[config.mk]
export PLATFORM = sky130hd
export DESIGN_NAME = periodic_tick_counter
export DESIGN_NICKNAME = d
export VERILOG_FILES = /design/src/periodic_tick_counter.v
export VERILOG_INCLUDE_DIRS = /design/src /design/src/src
export SDC_FILE = /design/constraint.sdc
export NUM_CORES = 1
export LEC_CHECK = 0
export ABC_AREA = 1
export BUFFER_PORTS_ARGS = -buffer_cell sky130_fd_sc_hd__buf_2
export CORE_UTILIZATION = 48
export CTS_CLUSTER_DIAMETER = 100
export DETAILED_ROUTE_END_ITERATION = 10
export HOLD_SLACK_MARGIN = 0.02
export PLACE_DENSITY = 0.74
export SLEW_MARGIN = 0
export SYNTH_ARGS = -nofsm -noshare
export SYNTH_HDL_FRONTEND = slang
export SYNTH_SLANG_ARGS = --single-unit
[constraint.sdc]
create_clock -name mclk_in -period 2.5 [get_ports mclk_in]
set_input_delay 0.125 -clock mclk_in [delete_from_list [all_inputs] [get_ports mclk_in]]
set_output_delay 0.125 -clock mclk_in [all_outputs]
set_load 0.02 [all_outputs]
[src/tick_defines.vh]
// Purpose: Constants for the periodic tick counter
// Assumes: APB byte addresses, one 32-bit word per register
// Notes: Divide table entries are plain defaults
`ifndef TICK_DEFINES_VH
`define TICK_DEFINES_VH
`define ADDR_CTRL 8'h00
`define ADDR_COUNT 8'h04
`define ADDR_MODULO 8'h08
`define ADDR_STATUS 8'h0C
`define ADDR_MASK 8'h10
`define CTRL_PS_LSB 0
`define CTRL_PS_MSB 3
`define CTRL_CS_LSB 4
`define CTRL_CS_MSB 5
`define CTRL_RESET 6'h00
`define COUNT_RESET 8'h00
`define MODULO_RESET 8'h00
`define CS_LPO 2'h0
`define CS_EXT 2'h1
`define CS_INT 2'h2
`define STAT_TICK 0
`define DIV_WIDTH 20
`define PS_OFF 4'h0
`define PRE_RESET 20'h00000
`define FLAG_RESET 1'b0
`define ENABLE_RESET 1'b0
`define PRDATA_RESET 32'h00000000
`endif

[src/periodic_tick_counter.v]
// Purpose: 8-bit periodic tick counter with prescaler, APB registers, interrupt
// Assumes: Source clock inputs are synchronous one-cycle enables at mclk_in rate
// Notes: Divide ratios per select code come from parameters DIV1..DIV15
//
// Implementation choices: the APB slave port and the register addresses.
`timescale 1ns/10ps
`include "tick_defines.vh"

// Function
// Count readable as 8-bit read-only value; writes do not change it.
// Count cleared on reset and on writing a different prescale select.
// On count equal modulo, next prescaler tick returns count to zero, sets flag.
// Modulo zero sets tick flag on every prescaler output tick.
// Any modulo write resets prescaler and counter to zero.
// Reset loads modulo register with zero.
// After reset counter stopped at zero, prescaler off until select programmed.
// Clock select defaults to the 1-kHz low-power oscillator.
// Software writes nonzero prescale select to start; zero keeps it off.
// Clock select chooses low-power, external or internal reference clock.
// Writing a different clock select resets prescaler and counter.
// Up-counter, modulo register, source selector, binary and decimal prescaler.
// Interrupt while tick flag and enable set; flag cleared by write-one.
// Prescale codes map to divide ratios through a parameter table.
module periodic_tick_counter #(
  parameter [19:0] DIV1 = 20'h00008,
  parameter [19:0] DIV2 = 20'h00020,
  parameter [19:0] DIV3 = 20'h00040,
  parameter [19:0] DIV4 = 20'h00080,
  parameter [19:0] DIV5 = 20'h00100,
  parameter [19:0] DIV6 = 20'h00200,
  parameter [19:0] DIV7 = 20'h00400,
  parameter [19:0] DIV8 = 20'h00001,
  parameter [19:0] DIV9 = 20'h00002,
  parameter [19:0] DIV10 = 20'h00005,
  parameter [19:0] DIV11 = 20'h0000A,
  parameter [19:0] DIV12 = 20'h00014,
  parameter [19:0] DIV13 = 20'h00032,
  parameter [19:0] DIV14 = 20'h00064,
  parameter [19:0] DIV15 = 20'h003E8
) (
  input wire mclk_in, // System clock, 10 MHz
  input wire rst_n_in, // Async reset, active low
  input wire low_power_osc_clock_in, // Low-power oscillator tick enable
  input wire external_ref_clock_in, // External reference tick enable
  input wire internal_ref_clock_in, // Internal reference tick enable
  input wire psel_in, // APB select
  input wire penable_in, // APB enable
  input wire pwrite_in, // APB direction
  input wire [7:0] paddr_in, // APB byte address
  input wire [31:0] pwdata_in, // APB write data
  output reg [31:0] prdata_out, // APB read data
  output reg pready_out, // APB ready
  output reg pslverr_out, // APB error on unmapped address
  output reg irq_out, // Interrupt, active high level
  output reg tick_out // One-cycle pulse when tick flag goes from clear to set
);

  // ----------------------------------------
  // Registers and decode
  // ----------------------------------------
  reg [3:0] prescale_select_ff;
  reg [1:0] tick_clock_select_ff;
  reg [7:0] tick_count_ff;
  reg [7:0] tick_modulo_ff;
  reg tick_flag_ff;
  reg tick_enable_ff;
  reg [19:0] prescale_cnt_ff;
  reg [19:0] nxt_prescale_cnt;
  reg [7:0] nxt_tick_count;
  reg nxt_tick_flag;
  reg [19:0] div_ratio;
  reg src_tick;
  reg [31:0] rd_data;
  reg nxt_irq;
  reg nxt_tick_pulse;

  function mapped;
    input [7:0] a;
    begin
      mapped = (a == `ADDR_CTRL) || (a == `ADDR_COUNT) || (a == `ADDR_MODULO) ||
               (a == `ADDR_STATUS) || (a == `ADDR_MASK);
    end
  endfunction

  wire acc = psel_in & penable_in & ~pready_out;
  wire wr = acc & pwrite_in;
  wire wr_ctrl = wr & (paddr_in == `ADDR_CTRL);
  wire wr_mod = wr & (paddr_in == `ADDR_MODULO);
  wire wr_stat = wr & (paddr_in == `ADDR_STATUS);
  wire wr_mask = wr & (paddr_in == `ADDR_MASK);
  wire [3:0] ps_new = pwdata_in[`CTRL_PS_MSB:`CTRL_PS_LSB];
  wire [1:0] cs_new = pwdata_in[`CTRL_CS_MSB:`CTRL_CS_LSB];
  wire ps_chg = wr_ctrl & (ps_new != prescale_select_ff);
  wire cs_chg = wr_ctrl & (cs_new != tick_clock_select_ff);
  wire restart = ps_chg | cs_chg | wr_mod;

  // ----------------------------------------
  // Source selection and divide table
  // ----------------------------------------
  always @* begin
    case (tick_clock_select_ff)
      `CS_LPO: src_tick = low_power_osc_clock_in;
      `CS_EXT: src_tick = external_ref_clock_in;
      `CS_INT: src_tick = internal_ref_clock_in;
      default: src_tick = low_power_osc_clock_in;
    endcase
  end

  always @* begin
    case (prescale_select_ff)
      4'h1: div_ratio = DIV1;
      4'h2: div_ratio = DIV2;
      4'h3: div_ratio = DIV3;
      4'h4: div_ratio = DIV4;
      4'h5: div_ratio = DIV5;
      4'h6: div_ratio = DIV6;
      4'h7: div_ratio = DIV7;
      4'h8: div_ratio = DIV8;
      4'h9: div_ratio = DIV9;
      4'hA: div_ratio = DIV10;
      4'hB: div_ratio = DIV11;
      4'hC: div_ratio = DIV12;
      4'hD: div_ratio = DIV13;
      4'hE: div_ratio = DIV14;
      4'hF: div_ratio = DIV15;
      default: div_ratio = 20'h00001;
    endcase
  end

  // ----------------------------------------
  // Prescaler and counter
  // ----------------------------------------
  wire ps_on = (prescale_select_ff != 4'h0);
  wire ps_out = ps_on & src_tick & (prescale_cnt_ff == div_ratio - 20'h00001);

  always @* begin
    nxt_prescale_cnt = prescale_cnt_ff;
    nxt_tick_count = tick_count_ff;
    nxt_tick_flag = tick_flag_ff;
    if (ps_on && src_tick) begin
      if (ps_out) begin
        nxt_prescale_cnt = 20'h00000;
      end else begin
        nxt_prescale_cnt = prescale_cnt_ff + 20'h00001;
      end
    end
    if (ps_out) begin
      if (tick_count_ff == tick_modulo_ff) begin
        nxt_tick_count = `COUNT_RESET;
        nxt_tick_flag = 1'b1;
      end else begin
        nxt_tick_count = tick_count_ff + 8'h01;
      end
    end
    if (restart) begin
      nxt_prescale_cnt = 20'h00000;
      nxt_tick_count = `COUNT_RESET;
    end
    if (wr_stat && pwdata_in[`STAT_TICK] && !(ps_out && !restart &&
        tick_count_ff == tick_modulo_ff)) begin
      nxt_tick_flag = 1'b0;
    end
  end

  // ----------------------------------------
  // State registers
  // ----------------------------------------
  // Position within the current divide period
  always @(posedge mclk_in or negedge rst_n_in) begin
    if (!rst_n_in) begin
      prescale_cnt_ff <= `PRE_RESET;
    end else begin
      prescale_cnt_ff <= nxt_prescale_cnt;
    end
  end

  always @(posedge mclk_in or negedge rst_n_in) begin
    if (!rst_n_in) begin
      tick_count_ff <= `COUNT_RESET;
    end else begin
      tick_count_ff <= nxt_tick_count;
    end
  end

  always @(posedge mclk_in or negedge rst_n_in) begin
    if (!rst_n_in) begin
      tick_flag_ff <= `FLAG_RESET;
    end else begin
      tick_flag_ff <= nxt_tick_flag;
    end
  end

  // Reserved source code falls back to the oscillator
  always @(posedge mclk_in or negedge rst_n_in) begin
    if (!rst_n_in) begin
      prescale_select_ff <= `PS_OFF;
      tick_clock_select_ff <= `CS_LPO;
    end else if (wr_ctrl) begin
      prescale_select_ff <= ps_new;
      tick_clock_select_ff <= (cs_new == 2'h3) ? `CS_LPO : cs_new;
    end
  end

  always @(posedge mclk_in or negedge rst_n_in) begin
    if (!rst_n_in) begin
      tick_modulo_ff <= `MODULO_RESET;
    end else if (wr_mod) begin
      tick_modulo_ff <= pwdata_in[7:0];
    end
  end

  always @(posedge mclk_in or negedge rst_n_in) begin
    if (!rst_n_in) begin
      tick_enable_ff <= `ENABLE_RESET;
    end else if (wr_mask) begin
      tick_enable_ff <= pwdata_in[`STAT_TICK];
    end
  end

  // ----------------------------------------
  // Interrupt and tick outputs
  // ----------------------------------------
  // Mask write counts in the same edge, so the level never lags software
  always @* begin
    nxt_irq = nxt_tick_flag & (wr_mask ? pwdata_in[`STAT_TICK] : tick_enable_ff);
    nxt_tick_pulse = nxt_tick_flag & ~tick_flag_ff;
  end

  always @(posedge mclk_in or negedge rst_n_in) begin
    if (!rst_n_in) begin
      irq_out <= 1'b0;
    end else begin
      irq_out <= nxt_irq;
    end
  end

  always @(posedge mclk_in or negedge rst_n_in) begin
    if (!rst_n_in) begin
      tick_out <= 1'b0;
    end else begin
      tick_out <= nxt_tick_pulse;
    end
  end

  // ----------------------------------------
  // APB slave
  // ----------------------------------------
  always @* begin
    case (paddr_in)
      `ADDR_CTRL: rd_data = {26'h0000000, tick_clock_select_ff, prescale_select_ff};
      `ADDR_COUNT: rd_data = {24'h000000, tick_count_ff};
      `ADDR_MODULO: rd_data = {24'h000000, tick_modulo_ff};
      `ADDR_STATUS: rd_data = {31'h00000000, tick_flag_ff};
      `ADDR_MASK: rd_data = {31'h00000000, tick_enable_ff};
      default: rd_data = 32'h00000000;
    endcase
  end

  // Read data holds until the next read
  always @(posedge mclk_in or negedge rst_n_in) begin
    if (!rst_n_in) begin
      prdata_out <= `PRDATA_RESET;
    end else if (acc && !pwrite_in) begin
      prdata_out <= rd_data;
    end
  end

  // One wait state: ready the cycle after the access is taken
  always @(posedge mclk_in or negedge rst_n_in) begin
    if (!rst_n_in) begin
      pready_out <= 1'b0;
    end else begin
      pready_out <= acc;
    end
  end

  always @(posedge mclk_in or negedge rst_n_in) begin
    if (!rst_n_in) begin
      pslverr_out <= 1'b0;
    end else begin
      pslverr_out <= acc & ~mapped(paddr_in);
    end
  end

endmodule

==> run_results.csv <==
group,metric,value,unit
layout,areaGrowthSynthToFinish,15.7,%
die,placementRows,32,
drt,drt-wirelength-per-cell,13.1,µm
pwr,p_int,1.42,mW
global_routing,grt_pass1_wl,15400,µm
timing,slew_viol_final,0,
setup_path,critPathKind,"register to register",
job,drv_cap,0,
placed_design,port_buffers,35,
setup_path,rr_endpoint,"tick_count_ff[3]$_DFFE_PN0P_",
pwr,p_comb_share,20.6,%
layout,final_cell_mix,"nand2_1, inv_1, nor2_1, dfrtp_1, buf_2",
global_routing,grt.total_usage,22.5,%
drt,ant_nets,0,
layout,postLayoutCoreUtil,58.5,%
synthesis,synth_edf_count,0,
placed_design,place_congestion,0.942,
setup_path,crit_cells,18,
drt,finalWirelength,9570,µm
die,die_area,0.00863,mm²
synthesis,ys_seq_area_share,35.3,%
timing,relSlewSlack,65.0,%
timing,fin_crit,2.43,ns
die,dieHeight,92.9,µm
timing,finalSetupViolCount,0,
setup_path,crit_chain,"buf_4 > nand3_2 > ha_4 > inv_4 > a21oi_4 > nand3_2 > nor2_4 > nand2_2 > inv_1 > nand2_1 > nand2_1 > nand2_1 > nor2_2 > nand2_2 > buf_6 > nor2_4 > nand2_1 > o21ai_1",
setup_path,crit_top_cell,"nand2_1",
clocking,clk_latency,0.32,ns
setup_path,critPathCaptureType,"register",
worst_hold_path,hold_class,"input port to register",
die,io_pins,84,
layout,layout-drive-gt1-share,21.7,%
clocking,cts_tree,"yes",
pwr,switchingPower,697,µW
die,core_area,0.00785,mm²
global_routing,grt_overflow_total,0,
layout,nets,679,
placed_design,hpwl,7210,µm
drt,vias,3813,
setup_path,rrSetupSlack,0.07,ns
timing,fin_crit_sh,97.2,%
synthesis,synth_area_per_cell,7.06,µm²
synthesis,synth_area_leader_cell,"dfrtp_1",
setup_path,arrival,2.67,ns
layout,layout_commonest_cell,"nand2_1",
synthesis,synth-main-ff-cell,"dfrtp_1",
setup_path,critPathSlowestCell,"dfrtp_1",
die,die_w,92.9,µm
clocking,clkSlewWorstSetupHoldPaths,0.11,ns
timing,clock_skew,0.00771,ns
worst_hold_path,whs_path_depth,3,
clocking,root_buffer,"clkbuf_8",
synthesis,syn-cell-area,0.00397,mm²
setup_path,path_delay_family,"simple AND/OR/NAND/NOR gates",
setup_path,cp-endpoint,"tick_count_ff[3]$_DFFE_PN0P_",
setup_path,rr_worst_depth,18,
synthesis,ys_warn_count,0,
clocking,clockBufferDepth,2,
global_routing,grt_max_degree,24,
pwr,p_sw_share,32.9,%
synthesis,netlist.area_leader.share,35.3,%
layout,fillCellCount,732,
drt,drt_iter0_markers,249,
pwr,pwr-share-seq,49.5,%
timing,rsz0062_at_grt,"true",
setup_path,max_stage_delay,0.44,ns
drt,vias_per_cell,5.23,
timing,tightest_slew,0.520,ns
global_routing,grt_antenna_before_repair,0,
synthesis,synthArstFlopShare,100,%
run_status,status,"finished, final reports clean",
drt,drc,0,
die,start_util,50.5,%
pwr,cellLeakagePower,2.37,nW
timing,max_freq,412,MHz
setup_path,cp.buffers_inverters,4,
pwr,max-vdd-ir-drop,0.000330,V
pwr,power.density,461,mW/mm²
timing,holdWs,0.0162,ns
global_routing,grt_pass1_vias,3465,
setup_path,startpoint,"prescale_select_ff[3]$_DFFE_PN0P_",
setup_path,regToRegStartpoint,"prescale_select_ff[3]$_DFFE_PN0P_",
clocking,numCtsBuffers,5,
synthesis,yosysUniqueCellTypes,40,
clocking,clock_sinks,56,
timing,hold_violations,0,
layout,antenna_cells,0,
pwr,clkPwrFrac,29.8,%
drt,dr.pass1.iters,5,
synthesis,netlist_top_cells_area,"dfrtp_1, nand2_1, inv_1, nor2_1, buf_4",
clocking,htreeDepth,2,
synthesis,synth_seq_cells,56,
setup_path,startpoint_type,"register",
synthesis,synthCells,562,
setup_path,cp_max_fo,10,
setup_path,cp.required,2.74,ns
==> final cells by class <==
type                            instances  area, µm²  share of cell area (%)
Sequential cell                        56       1400                    30.6
Timing Repair Buffer                   72        470                    10.3
Clock inverter                          3       46.3                    1.01
Multi-Input combinational cell        423       2210                    48.2
Tap cell                              102        128                    2.78
Inverter                               68        260                    5.67
Clock buffer                            5       68.8                    1.50
==> worst min path at each step <==
| stage | from | to | slack [ns] |
|---|---|---|---|
| after global routing | pwdata_in[6] | tick_modulo_ff[6]$_DFFE_PN0P_ | 0.03 |
| after detailed placement | rst_n_in | tick_clock_select_ff[0]$_DFFE_PN0P_ | 0.08 |
| after CTS | pwdata_in[7] | tick_modulo_ff[7]$_DFFE_PN0P_ | 0.02 |
| after global placement | rst_n_in | tick_clock_select_ff[0]$_DFFE_PN0P_ | 0.07 |
| after floorplan | rst_n_in | irq_out$_DFF_PN0_ | -0.17 |
| final | pwdata_in[7] | tick_modulo_ff[7]$_DFFE_PN0P_ | 0.02 |
==> cell usage after synthesis, types with 2 or more instances <==
cell      count
a21boi_0      2
a21oi_1      14
buf_2         2
buf_4        25
buf_6         5
clkbuf_1      5
dfrtp_1      56
ha_1          5
inv_1        64
inv_2         3
nand2_1     152
nand2_2       7
nand3_1      36
nand3b_1      2
nand4_1      16
nor2_1       60
nor2_2       11
nor2_4        2
nor3_1       10
nor3b_1       2
nor4_1        3
o21ai_0      26
o21ai_1       5
o22ai_1       8
xnor2_1       7
xor2_1       20
==> timing repair <==
action / in CTS / in global routing
resized for setup: 14 / 27
buffers inserted: 12 / 1
hold endpoints to repair: 17 / 0
endpoints found under the setup margin: 26 / 29
pin swaps: 13 / 19
hold buffers: 1 / 0
==> metrics by stage <==
step                setup slack (ns)  power [mW]  cells  TNS [ns]  cell area [µm²]
global route                 -0.0816        2.23    729    -0.706             4590
global placement            -0.00551        1.46    709  -0.00551             4250
detailed placement           -0.0807        1.48    709     -1.16             4250
CTS                           0.0268        2.11    730         0             4510
finish                        0.0707        2.12    729         0             4590
floorplan                      0.138        1.37    585         0             4050
==> sequential cells by signal, summed over array words and instances, names as in the netlist, 2 cells and up <==
signal,flops
prescale_cnt_ff,20
prdata_out,8
tick_count_ff,8
tick_modulo_ff,8
prescale_select_ff,4
tick_clock_select_ff,2
==> worst min-delay path: stages <==
cell     delay [ns]
buf_2          0.08
nand2_1        0.04
o21ai_0        0.06
==> per-layer routing <==
metal	vias to the layer above	share of wire (%)	GRT usage, %
met2	130	48	38.7
met1	1793	43	28.3
met3	17	6.3	3.78
met4	0	2.2	8.08
li1	1873	-	-
met5	-	0	0
==> power by group through the flow <==
stage | registers, mW | logic (mW) | clock network [mW]
final | 1.05 | 0.436 | 0.631
after global routing | 1.06 | 0.494 | 0.679
after CTS | 1.04 | 0.429 | 0.638
after detailed placement | 1.06 | 0.416 | 0
after global placement | 1.06 | 0.404 | 0
after floorplan | 1.04 | 0.332 | 0
==> kinds of logic after synthesis <==
logic type / after synthesis / synth area share, %
XOR/XNOR: 27 / 5.96
AO/OA/AOI/OAI: 63 / 9.28
other: 1 / 0.0946
flip-flops: 56 / 35.3
buffers and inverters: 106 / 13.8
AND/OR/NAND/NOR: 304 / 34.0
adder cells (fa/ha/maj): 5 / 1.58
Note: power is estimated with default switching activity, not from simulation.
